`config.mk`:
```
export PLATFORM = sky130hd
export DESIGN_NAME = afepc_power_control
export DESIGN_NICKNAME = d
export VERILOG_FILES = /design/src/afepc_pkg.sv /design/src/afepc_power_control.sv
export SDC_FILE = /design/constraint.sdc
export NUM_CORES = 1
export LEC_CHECK = 0
export BUFFER_PORTS_ARGS = -buffer_cell sky130_fd_sc_hd__clkbuf_2
export CELL_PAD_IN_SITES_DETAIL_PLACEMENT = 1
export CELL_PAD_IN_SITES_GLOBAL_PLACEMENT = 1
export CORE_ASPECT_RATIO = 1.2
export CORE_MARGIN = 2
export CORE_UTILIZATION = 35
export CTS_CLUSTER_SIZE = 24
export DETAILED_ROUTE_END_ITERATION = 7
export GPL_ROUTABILITY_DRIVEN = 0
export PLACE_DENSITY = 0.8
export SETUP_SLACK_MARGIN = 0.3
export SLEW_MARGIN = 20
export SYNTH_ARGS = -nofsm -noshare
export SYNTH_HDL_FRONTEND = slang
export SYNTH_SLANG_ARGS = --single-unit
```
`constraint.sdc`:
```
create_clock -name pclk -period 5.1 [get_ports pclk]
set_clock_uncertainty 0.2 [all_clocks]
set_input_delay 1.02 -clock pclk [delete_from_list [all_inputs] [get_ports pclk]]
set_output_delay 1.02 -clock pclk [all_outputs]
set_load 0.03 [all_outputs]
```
`src/afepc_pkg.sv`:
```
// Constants, register map and carrier types of the analog front-end power control block.
// Assumes an APB master with 32-bit data and byte addresses equal to four times the index.
//
// Overview of operation
// - Front-end clock enable low holds the front-end registers in reset and ignores writes to them.
// - Front-end clock enable high lets software read and write the front-end registers.
// - Peripheral clock enable register takes bit or byte writes and resets to zero.
// - Clearing the front-end clock enable resets every power-on bit to off.
// - Power select register resets to zero and takes bit or byte writes.
// - Power select bits 4 to 6 switch the three configurable amplifiers.
// - Power select bit 0 switches the reference generator feeding all other supplies.
// - Power detect register is read-only, resets to zero, unused bits read zero.
// - Detect bit 2 reads one only once the amplifier-block supplies are stable.
// - Amplifier-block status combines the internal regulator and sensor bias supply.
// - Detect bit 0 reads one once the reference generator is stable.
// - Bias voltage register resets to 10H, byte writes only, upper bits read zero.
// - Bias codes 01001 to 11010 select 0.5 V to 2.2 V; others prohibited.
// - Bias amplifier, instrumentation amplifier and converter start only after bias detection.
// - A bias output that fails to rise properly stops the dependent circuits.
// - Clearing the reference bit stops sensor bias, bias amplifier, amplifier and converter.

package afepc_pkg;

	localparam int unsigned CLOCK_MHZ = 125;

	// Register indexes; the byte address is four times the index.
	localparam logic [21:0] IDX_PERIPHERAL_CLOCK_ENABLE_ONE = 22'h0F007A;
	localparam logic [21:0] IDX_ANALOG_POWER_SELECT         = 22'h0F0440;
	localparam logic [21:0] IDX_ANALOG_POWER_DETECT         = 22'h0F0441;
	localparam logic [21:0] IDX_SENSOR_BIAS_VOLTAGE_SELECT  = 22'h0F0443;

	localparam logic [7:0] PERIPHERAL_CLOCK_ENABLE_ONE_RESET        = 8'h00;
	localparam logic [7:0] PERIPHERAL_CLOCK_ENABLE_ONE_WRITE_MASK   = 8'hEF;
	localparam int unsigned PERIPHERAL_CLOCK_ENABLE_ONE_FCE_BIT     = 1;
	localparam logic [7:0] PWS_RESET         = 8'h00;
	localparam logic [7:0] PWS_WRITE_MASK    = 8'hF5;
	localparam int unsigned PWS_REF_BIT      = 0;
	localparam int unsigned PWS_INSTR_BIT    = 2;
	localparam int unsigned PWS_AMP_LSB      = 4;
	localparam int unsigned PWS_DAC_BIT      = 7;
	localparam int unsigned PWD_REF_BIT      = 0;
	localparam int unsigned PWD_INSTR_BIT    = 2;
	localparam logic [4:0] BIAS_CODE_RESET   = 5'h10;
	localparam logic [4:0] BIAS_CODE_MIN     = 5'h09;
	localparam logic [4:0] BIAS_CODE_MAX     = 5'h1A;

	// Modelled settling and rise times in nanoseconds.
	localparam int unsigned REF_SETTLE_NS    = 10000;
	localparam int unsigned REG_SETTLE_NS    = 20000;
	localparam int unsigned BIAS_RISE_NS     = 30000;
	localparam int unsigned REF_SETTLE_CYCLES  = REF_SETTLE_NS * CLOCK_MHZ / 1000;
	localparam int unsigned REG_SETTLE_CYCLES  = REG_SETTLE_NS * CLOCK_MHZ / 1000;
	localparam int unsigned BIAS_RISE_CYCLES   = BIAS_RISE_NS * CLOCK_MHZ / 1000;

	typedef enum logic [3:0] {
		BIAS_OFF    = 4'h1,
		BIAS_RISING = 4'h2,
		BIAS_ACTIVE = 4'h4,
		BIAS_FAULT  = 4'h8
	} afepc_bias_state_type;

	typedef struct packed {
		logic       dac;
		logic [2:0] amp;
		logic       instr_amp;
		logic       converter;
		logic       bias_amp;
		logic       sensor_bias;
		logic       regulator;
		logic       reference;
	} afepc_power_type;

	typedef struct packed {
		logic [23:0] paddr;
		logic        psel;
		logic        penable;
		logic        pwrite;
		logic [31:0] pwdata;
		logic [3:0]  pstrb;
	} afepc_apb_req_type;

endpackage : afepc_pkg

```
`src/afepc_power_control.sv`:
```
// Power sequencing and register file of the analog front-end power control block.
// Assumes an APB master on pclk and an analog bias level detector arriving asynchronously.
//
// The APB interface to the registers was chosen for this implementation.

`timescale 1ns/100ps

module afepc_power_control #(
	parameter int unsigned REF_CYCLES  = afepc_pkg::REF_SETTLE_CYCLES,
	parameter int unsigned REG_CYCLES  = afepc_pkg::REG_SETTLE_CYCLES,
	parameter int unsigned RISE_CYCLES = afepc_pkg::BIAS_RISE_CYCLES
) (
	input  wire logic                         pclk,
	input  wire logic                         presetn,
	input  wire afepc_pkg::afepc_apb_req_type apb_req,
	output logic [31:0]                       prdata,
	output logic                              pready,
	output logic                              pslverr,
	input  wire logic                         bias_detect_level,
	output afepc_pkg::afepc_power_type        power_enable,
	output logic [4:0]                        bias_code,
	output logic [7:0]                        peripheral_clock_enables
);
	import afepc_pkg::*;

	if (REF_CYCLES < 16 || REG_CYCLES < 16 || RISE_CYCLES < 16) begin : g_count_too_small
		$error("Settling counts must be at least 16 cycles.");
	end
	if (REF_CYCLES > 65535 || REG_CYCLES > 65535 || RISE_CYCLES > 65535) begin : g_count_too_large
		$error("Settling counts must fit in 16 bits.");
	end

	////////////////////////////////////////////////////////////////////////////////
	// Register state and decode.

	logic [7:0]           peripheral_clock_enable_one;
	logic [7:0]           analog_power_select;
	logic [4:0]           sensor_bias_voltage_select;
	logic [7:0]           analog_power_detect;
	logic                 frontend_clock_enable;
	logic                 ack;
	logic                 hit_peripheral_clock_enable_one;
	logic                 hit_pws;
	logic                 hit_pwd;
	logic                 hit_vsb;
	logic                 mapped;
	logic                 code_ok;
	logic                 access;
	logic                 write_done;
	logic                 reference_power_stable;
	logic                 instr_amp_power_stable;
	logic                 reference_power_on;
	logic                 instr_amp_power_on;
	logic [15:0]          ref_count;
	logic [15:0]          reg_count;
	logic [15:0]          rise_count;
	logic                 regulator_settled;
	logic [2:0]           detect_sync;
	logic                 bias_output_detector;
	afepc_bias_state_type bias_state;
	afepc_bias_state_type next_bias_state;

	assign frontend_clock_enable = peripheral_clock_enable_one[PERIPHERAL_CLOCK_ENABLE_ONE_FCE_BIT];
	assign reference_power_on    = analog_power_select[PWS_REF_BIT];
	assign instr_amp_power_on    = analog_power_select[PWS_INSTR_BIT];

	always_comb begin
		hit_peripheral_clock_enable_one = 1'b0;
		hit_pws  = 1'b0;
		hit_pwd  = 1'b0;
		hit_vsb  = 1'b0;
		if (apb_req.paddr[23:2] == IDX_PERIPHERAL_CLOCK_ENABLE_ONE) begin
			hit_peripheral_clock_enable_one = 1'b1;
		end else if (apb_req.paddr[23:2] == IDX_ANALOG_POWER_SELECT) begin
			hit_pws = 1'b1;
		end else if (apb_req.paddr[23:2] == IDX_ANALOG_POWER_DETECT) begin
			hit_pwd = 1'b1;
		end else if (apb_req.paddr[23:2] == IDX_SENSOR_BIAS_VOLTAGE_SELECT) begin
			hit_vsb = 1'b1;
		end
	end

	assign mapped     = hit_peripheral_clock_enable_one | hit_pws | hit_pwd | hit_vsb;
	assign code_ok    = apb_req.pwdata[4:0] >= BIAS_CODE_MIN
	                    && apb_req.pwdata[4:0] <= BIAS_CODE_MAX;
	assign access     = apb_req.psel & apb_req.penable;
	assign write_done = access & ack & apb_req.pwrite & apb_req.pstrb[0];

	////////////////////////////////////////////////////////////////////////////////
	// APB answer: one wait state, read data latched in the first access cycle.

	always_ff @(posedge pclk or negedge presetn) begin
		if (!presetn) begin
			ack <= 1'b0;
		end else begin
			ack <= access & ~ack;
		end
	end

	assign pready  = ack;
	assign pslverr = ack & (~mapped | (apb_req.pwrite & hit_vsb & ~code_ok));

	always_ff @(posedge pclk or negedge presetn) begin
		if (!presetn) begin
			prdata <= 32'h00000000;
		end else if (access & ~ack & ~apb_req.pwrite) begin
			if (hit_peripheral_clock_enable_one) begin
				prdata <= {24'h000000, peripheral_clock_enable_one};
			end else if (hit_pws) begin
				prdata <= {24'h000000, analog_power_select};
			end else if (hit_pwd) begin
				prdata <= {24'h000000, analog_power_detect};
			end else if (hit_vsb) begin
				prdata <= {27'h0000000, sensor_bias_voltage_select};
			end else begin
				prdata <= 32'h00000000;
			end
		end
	end

	////////////////////////////////////////////////////////////////////////////////
	// Software registers.

	// Bit 4 is kept at zero whatever is written, so a careless write cannot set it.
	always_ff @(posedge pclk or negedge presetn) begin
		if (!presetn) begin
			peripheral_clock_enable_one <= PERIPHERAL_CLOCK_ENABLE_ONE_RESET;
		end else if (write_done & hit_peripheral_clock_enable_one) begin
			peripheral_clock_enable_one <= apb_req.pwdata[7:0] & PERIPHERAL_CLOCK_ENABLE_ONE_WRITE_MASK;
		end
	end

	always_ff @(posedge pclk or negedge presetn) begin
		if (!presetn) begin
			analog_power_select <= PWS_RESET;
		end else if (!frontend_clock_enable) begin
			analog_power_select <= PWS_RESET;
		end else if (write_done & hit_pws) begin
			analog_power_select <= apb_req.pwdata[7:0] & PWS_WRITE_MASK;
		end
	end

	// A prohibited code is refused and the previous setting stays.
	always_ff @(posedge pclk or negedge presetn) begin
		if (!presetn) begin
			sensor_bias_voltage_select <= BIAS_CODE_RESET;
		end else if (!frontend_clock_enable) begin
			sensor_bias_voltage_select <= BIAS_CODE_RESET;
		end else if (write_done & hit_vsb & code_ok) begin
			sensor_bias_voltage_select <= apb_req.pwdata[4:0];
		end
	end

	assign peripheral_clock_enables = peripheral_clock_enable_one;
	assign bias_code                = sensor_bias_voltage_select;

	////////////////////////////////////////////////////////////////////////////////
	// Settling models for the reference generator and the internal regulator.

	always_ff @(posedge pclk or negedge presetn) begin
		if (!presetn) begin
			ref_count <= 16'h0000;
		end else if (!reference_power_on) begin
			ref_count <= 16'h0000;
		end else if (ref_count != REF_CYCLES[15:0]) begin
			ref_count <= ref_count + 16'h0001;
		end
	end

	always_ff @(posedge pclk or negedge presetn) begin
		if (!presetn) begin
			reference_power_stable <= 1'b0;
		end else begin
			reference_power_stable <= reference_power_on
			                          && ref_count == REF_CYCLES[15:0];
		end
	end

	always_ff @(posedge pclk or negedge presetn) begin
		if (!presetn) begin
			reg_count <= 16'h0000;
		end else if (!(instr_amp_power_on && reference_power_on && reference_power_stable)) begin
			reg_count <= 16'h0000;
		end else if (reg_count != REG_CYCLES[15:0]) begin
			reg_count <= reg_count + 16'h0001;
		end
	end

	assign regulator_settled = reg_count == REG_CYCLES[15:0];

	////////////////////////////////////////////////////////////////////////////////
	// Bias output detector: synchronised and filtered, then sequenced.

	always_ff @(posedge pclk or negedge presetn) begin
		if (!presetn) begin
			detect_sync <= 3'h0;
		end else begin
			detect_sync <= {detect_sync[1:0], bias_detect_level};
		end
	end

	always_ff @(posedge pclk or negedge presetn) begin
		if (!presetn) begin
			bias_output_detector <= 1'b0;
		end else if (detect_sync[1] == detect_sync[2]) begin
			bias_output_detector <= detect_sync[2];
		end
	end

	// The fault state is left only by switching the supply off.
	always_comb begin
		next_bias_state = bias_state;
		case (bias_state)
			BIAS_OFF: begin
				if (power_enable.sensor_bias) begin
					next_bias_state = BIAS_RISING;
				end
			end
			BIAS_RISING: begin
				if (!power_enable.sensor_bias) begin
					next_bias_state = BIAS_OFF;
				end else if (bias_output_detector) begin
					next_bias_state = BIAS_ACTIVE;
				end else if (rise_count == RISE_CYCLES[15:0]) begin
					next_bias_state = BIAS_FAULT;
				end
			end
			BIAS_ACTIVE: begin
				if (!power_enable.sensor_bias) begin
					next_bias_state = BIAS_OFF;
				end else if (!bias_output_detector) begin
					next_bias_state = BIAS_FAULT;
				end
			end
			BIAS_FAULT: begin
				if (!power_enable.sensor_bias) begin
					next_bias_state = BIAS_OFF;
				end
			end
			default: begin
				next_bias_state = BIAS_OFF;
			end
		endcase
	end

	always_ff @(posedge pclk or negedge presetn) begin
		if (!presetn) begin
			bias_state <= BIAS_OFF;
		end else begin
			bias_state <= next_bias_state;
		end
	end

	always_ff @(posedge pclk or negedge presetn) begin
		if (!presetn) begin
			rise_count <= 16'h0000;
		end else if (bias_state != BIAS_RISING) begin
			rise_count <= 16'h0000;
		end else if (rise_count != RISE_CYCLES[15:0]) begin
			rise_count <= rise_count + 16'h0001;
		end
	end

	////////////////////////////////////////////////////////////////////////////////
	// Analog enables and power detect status.

	always_ff @(posedge pclk or negedge presetn) begin
		if (!presetn) begin
			power_enable <= '0;
		end else begin
			power_enable.reference   <= reference_power_on;
			power_enable.dac         <= reference_power_on
			                            & analog_power_select[PWS_DAC_BIT];
			power_enable.amp         <= {3{reference_power_on}}
			                            & analog_power_select[PWS_AMP_LSB +: 3];
			power_enable.regulator   <= reference_power_on & instr_amp_power_on
			                            & reference_power_stable;
			power_enable.sensor_bias <= reference_power_on & instr_amp_power_on
			                            & reference_power_stable;
			power_enable.bias_amp    <= reference_power_on & instr_amp_power_on
			                            & next_bias_state == BIAS_ACTIVE;
			power_enable.instr_amp   <= reference_power_on & instr_amp_power_on
			                            & next_bias_state == BIAS_ACTIVE;
			power_enable.converter   <= reference_power_on & instr_amp_power_on
			                            & next_bias_state == BIAS_ACTIVE;
		end
	end

	always_ff @(posedge pclk or negedge presetn) begin
		if (!presetn) begin
			instr_amp_power_stable <= 1'b0;
		end else begin
			instr_amp_power_stable <= reference_power_on && instr_amp_power_on
			                          && reference_power_stable && regulator_settled
			                          && bias_state == BIAS_ACTIVE;
		end
	end

	always_comb begin
		analog_power_detect                = 8'h00;
		analog_power_detect[PWD_REF_BIT]   = reference_power_stable;
		analog_power_detect[PWD_INSTR_BIT] = instr_amp_power_stable;
	end
endmodule : afepc_power_control

```
==> flow_summary.json <==
{
  "area_growth_pct": 15.0,
  "clkSinkCount": 92,
  "dieArea_sq_um": 14500,
  "dp_hpwl_mm": 8.44,
  "maxSlewHeadroom_pct": 48.5,
  "drv_slew": 0,
  "netlist_instances": 478,
  "seqCellArea_sq_um": 2300,
  "overflow": 0,
  "finalHoldViolations": 0,
  "viasPerCell": 5.32,
  "hold_path_class": "reg -> reg",
  "reg2reg_slack_ns": 3.06,
  "grt_start_max_net_pins": 60,
  "die_h_um": 132,
  "synth.area.top_cells": "dfrtp_1 (47%), buf_4 (4.4%), xor2_1 (4.2%), nand4_1 (3.6%), nor2_1 (3.4%)",
  "worst_pin_slew_ns": 0.770,
  "io_buffers": 68,
  "synth_edf_count": 0,
  "setup.worst_path.end_class": "output pin",
  "cts_htree_levels": 3,
  "clk_latency_ns": 0.34,
  "netlist_area_sq_um": 4750,
  "drt_iter0_drc": 137,
  "ys.flop_type": "dfrtp_1",
  "post-route-drc-count": 0,
  "antenna_found_initial": 0,
  "multi_input_area_sq_um": 2240,
  "cts_inserted_buffers": 9,
  "setup_tns_ns": 0,
  "wl_per_cell_um": 16.1,
  "rows": 46,
  "cts_tree": "yes",
  "yosysTopAreaCell": "dfrtp_1",
  "vias": 3806,
  "path_class": "in -> out",
  "stdcell_count": 716,
  "drt_wl_total_mm": 11.5,
  "start_kind": "input pin",
  "synth-async-reset-ratio_pct": 100,
  "required_ns": 3.88,
  "cts_hold_buf": 0,
  "initial_core_util_pct": 35.9,
  "synth_top_area_share_pct": 47.4,
  "core_sq_um": 13200,
  "ant_nets": 0,
  "post-cts-setup-buffers": 0,
  "setup_viol": 0,
  "boundaryPins": 123,
  "max_freq_ghz": 0.244,
  "cts.repair.resized": 0,
  "hold_ws_ns": 0.162,
  "yosysSeqAreaShare_pct": 48.5,
  "ys_warn_count": 0,
  "drv_cap": 0,
  "fillerInstances": 1540,
  "fin_crit_sh_pct": 80.5,
  "track_usage_pct": 16.8,
  "synth.distinct_cells": 49,
  "path_max_fanout": 4,
  "utilization_pct": 41.3,
  "clockBufferDepth": 2,
  "drive_above_1_share_pct": 19.7,
  "leakage_nw": 2.33,
  "clk_pin_slew_ns": 0.06,
  "dr.pass1.iters": 4,
  "yosysMostFrequentCell": "dfrtp_1",
  "powerDensity_nw_per_um2": 278,
  "die_w_um": 110,
  "max-vdd-ir-drop_mv": 0.167,
  "clockRootBuffer": "clkbuf_16",
  "diodes": 0,
  "dp_cells": 700,
  "period_needed_ns": 4.10,
  "rsz0062_at_grt": "false",
  "cp.arrival_ns": 2.88,
  "nets": 615,
  "outcome": "finished clean",
  "synth_seq_cells": 92,
  "grt_pass1_wl_mm": 19.6,
  "grt_pass1_vias": 4154,
  "avgSynthCellArea_sq_um": 9.94,
  "synthTopCellsByCount": "dfrtp_1 (90), nor2_1 (43), nand2_1 (33)"
}
layout by cell type, fill, tap and decap left out, types with 2 or more instances in the layout:
cell type,count
nand2b_1,6
a31oi_1,6
or3_1,14
clkinvlp_4,3
xor2_1,23
dfstp_2,2
a22o_1,2
nor2_1,43
and3_1,10
mux2i_1,6
nand3_1,31
clkbuf_2,67
nor4bb_1,2
and4_1,9
ha_1,6
nor3_1,4
or3b_2,2
nand4_1,27
nor4b_1,8
nor4b_2,2
nor2b_1,3
and2_1,8
a21oi_1,19
xnor2_1,7
dfrtp_1,90
a21boi_0,7
o21ai_0,22
a211oi_1,2
or4_1,3
conb_1,25
nand2_1,33
clkbuf_16,9
inv_1,9
o31ai_1,2
or4b_4,2
mux2_2,9
nor4_1,4
buf_4,5
metal layers:
layer / vias to the layer above / global-route usage, % / routed length (um)
li1: 1797 / - / -
met1: 1928 / 19.5 / 4750
met2: 65 / 30.3 / 6280
met3: 16 / 2.63 / 309
met4: 0 / 6.18 / 200
met5: - / 0 / 0
critical path, cell delays in order:
cell,delay [ns]
clkbuf_2,0.08
or4b_4,0.57
nor4_1,0.65
a21boi_0,0.19
o2bb2ai_1,0.18
clkbuf_2,0.19
flip-flops by register name (all words and copies together), names as in the netlist, 5 cells and up:
name and flops:
power_enable 7, reg_count 16, prdata 8, ref_count 16
bias_code 5, analog_power_select 6, rise_count 16, peripheral_clock_enables 7
cells by family after synthesis:
logic type | after synthesis | synth area share (%)
AO/OA/AOI/OAI | 64 | 8.32
multiplexers | 15 | 3.40
adder cells (fa/ha/maj) | 7 | 1.79
other | 1 | 0.0789
XOR/XNOR | 30 | 5.53
flip-flops | 92 | 48.5
buffers and inverters | 52 | 6.48
AND/OR/NAND/NOR | 217 | 25.9
power breakdown:
part / leakage, nW / switching (W) / total, W / internal, W
clock: 0.138 / 0.000281 / 0.000675 / 0.000394
sequential: 1.26 / 0.00000546 / 0.000744 / 0.000738
combinational: 0.932 / 0.0000767 / 0.000101 / 0.0000244
area by class of cell:
| type | instances | area share [%] |
|---|---|---|
| flip-flops and latches | 92 | 42.2 |
| clock inverters | 5 | 1.12 |
| well taps | 168 | 3.85 |
| inverters | 10 | 0.687 |
| repair buffers | 72 | 6.82 |
| clock buffers | 11 | 4.44 |
| multi-input cells | 358 | 40.9 |
per-stage QoR:
| step | setup WS (ns) | area, sq um | total power [W] |
|---|---|---|---|
| CTS | 1.04 | 5470 | 0.00153 |
| floorplan | 1.09 | 4840 | 0.000826 |
| detailed placement | 1.04 | 5160 | 0.000859 |
| global route | 0.872 | 5470 | 0.00157 |
| finish | 0.995 | 5470 | 0.00152 |
| global placement | 1.11 | 5160 | 0.000856 |
worst paths after layout:
check,start,depth (start not counted),to
min in group asynchronous,presetn,1,reg_count[0]
max in group asynchronous,presetn,2,bias_state[0]
worst min register to register,detect_sync[0],0,detect_sync[1]
worst max register to register,pready,3,peripheral_clock_enables[5]
worst min-delay path,detect_sync[0],0,detect_sync[1]
worst max-delay path,apb_req[54],6,pslverr
Note: power is estimated with default switching activity, not from simulation.
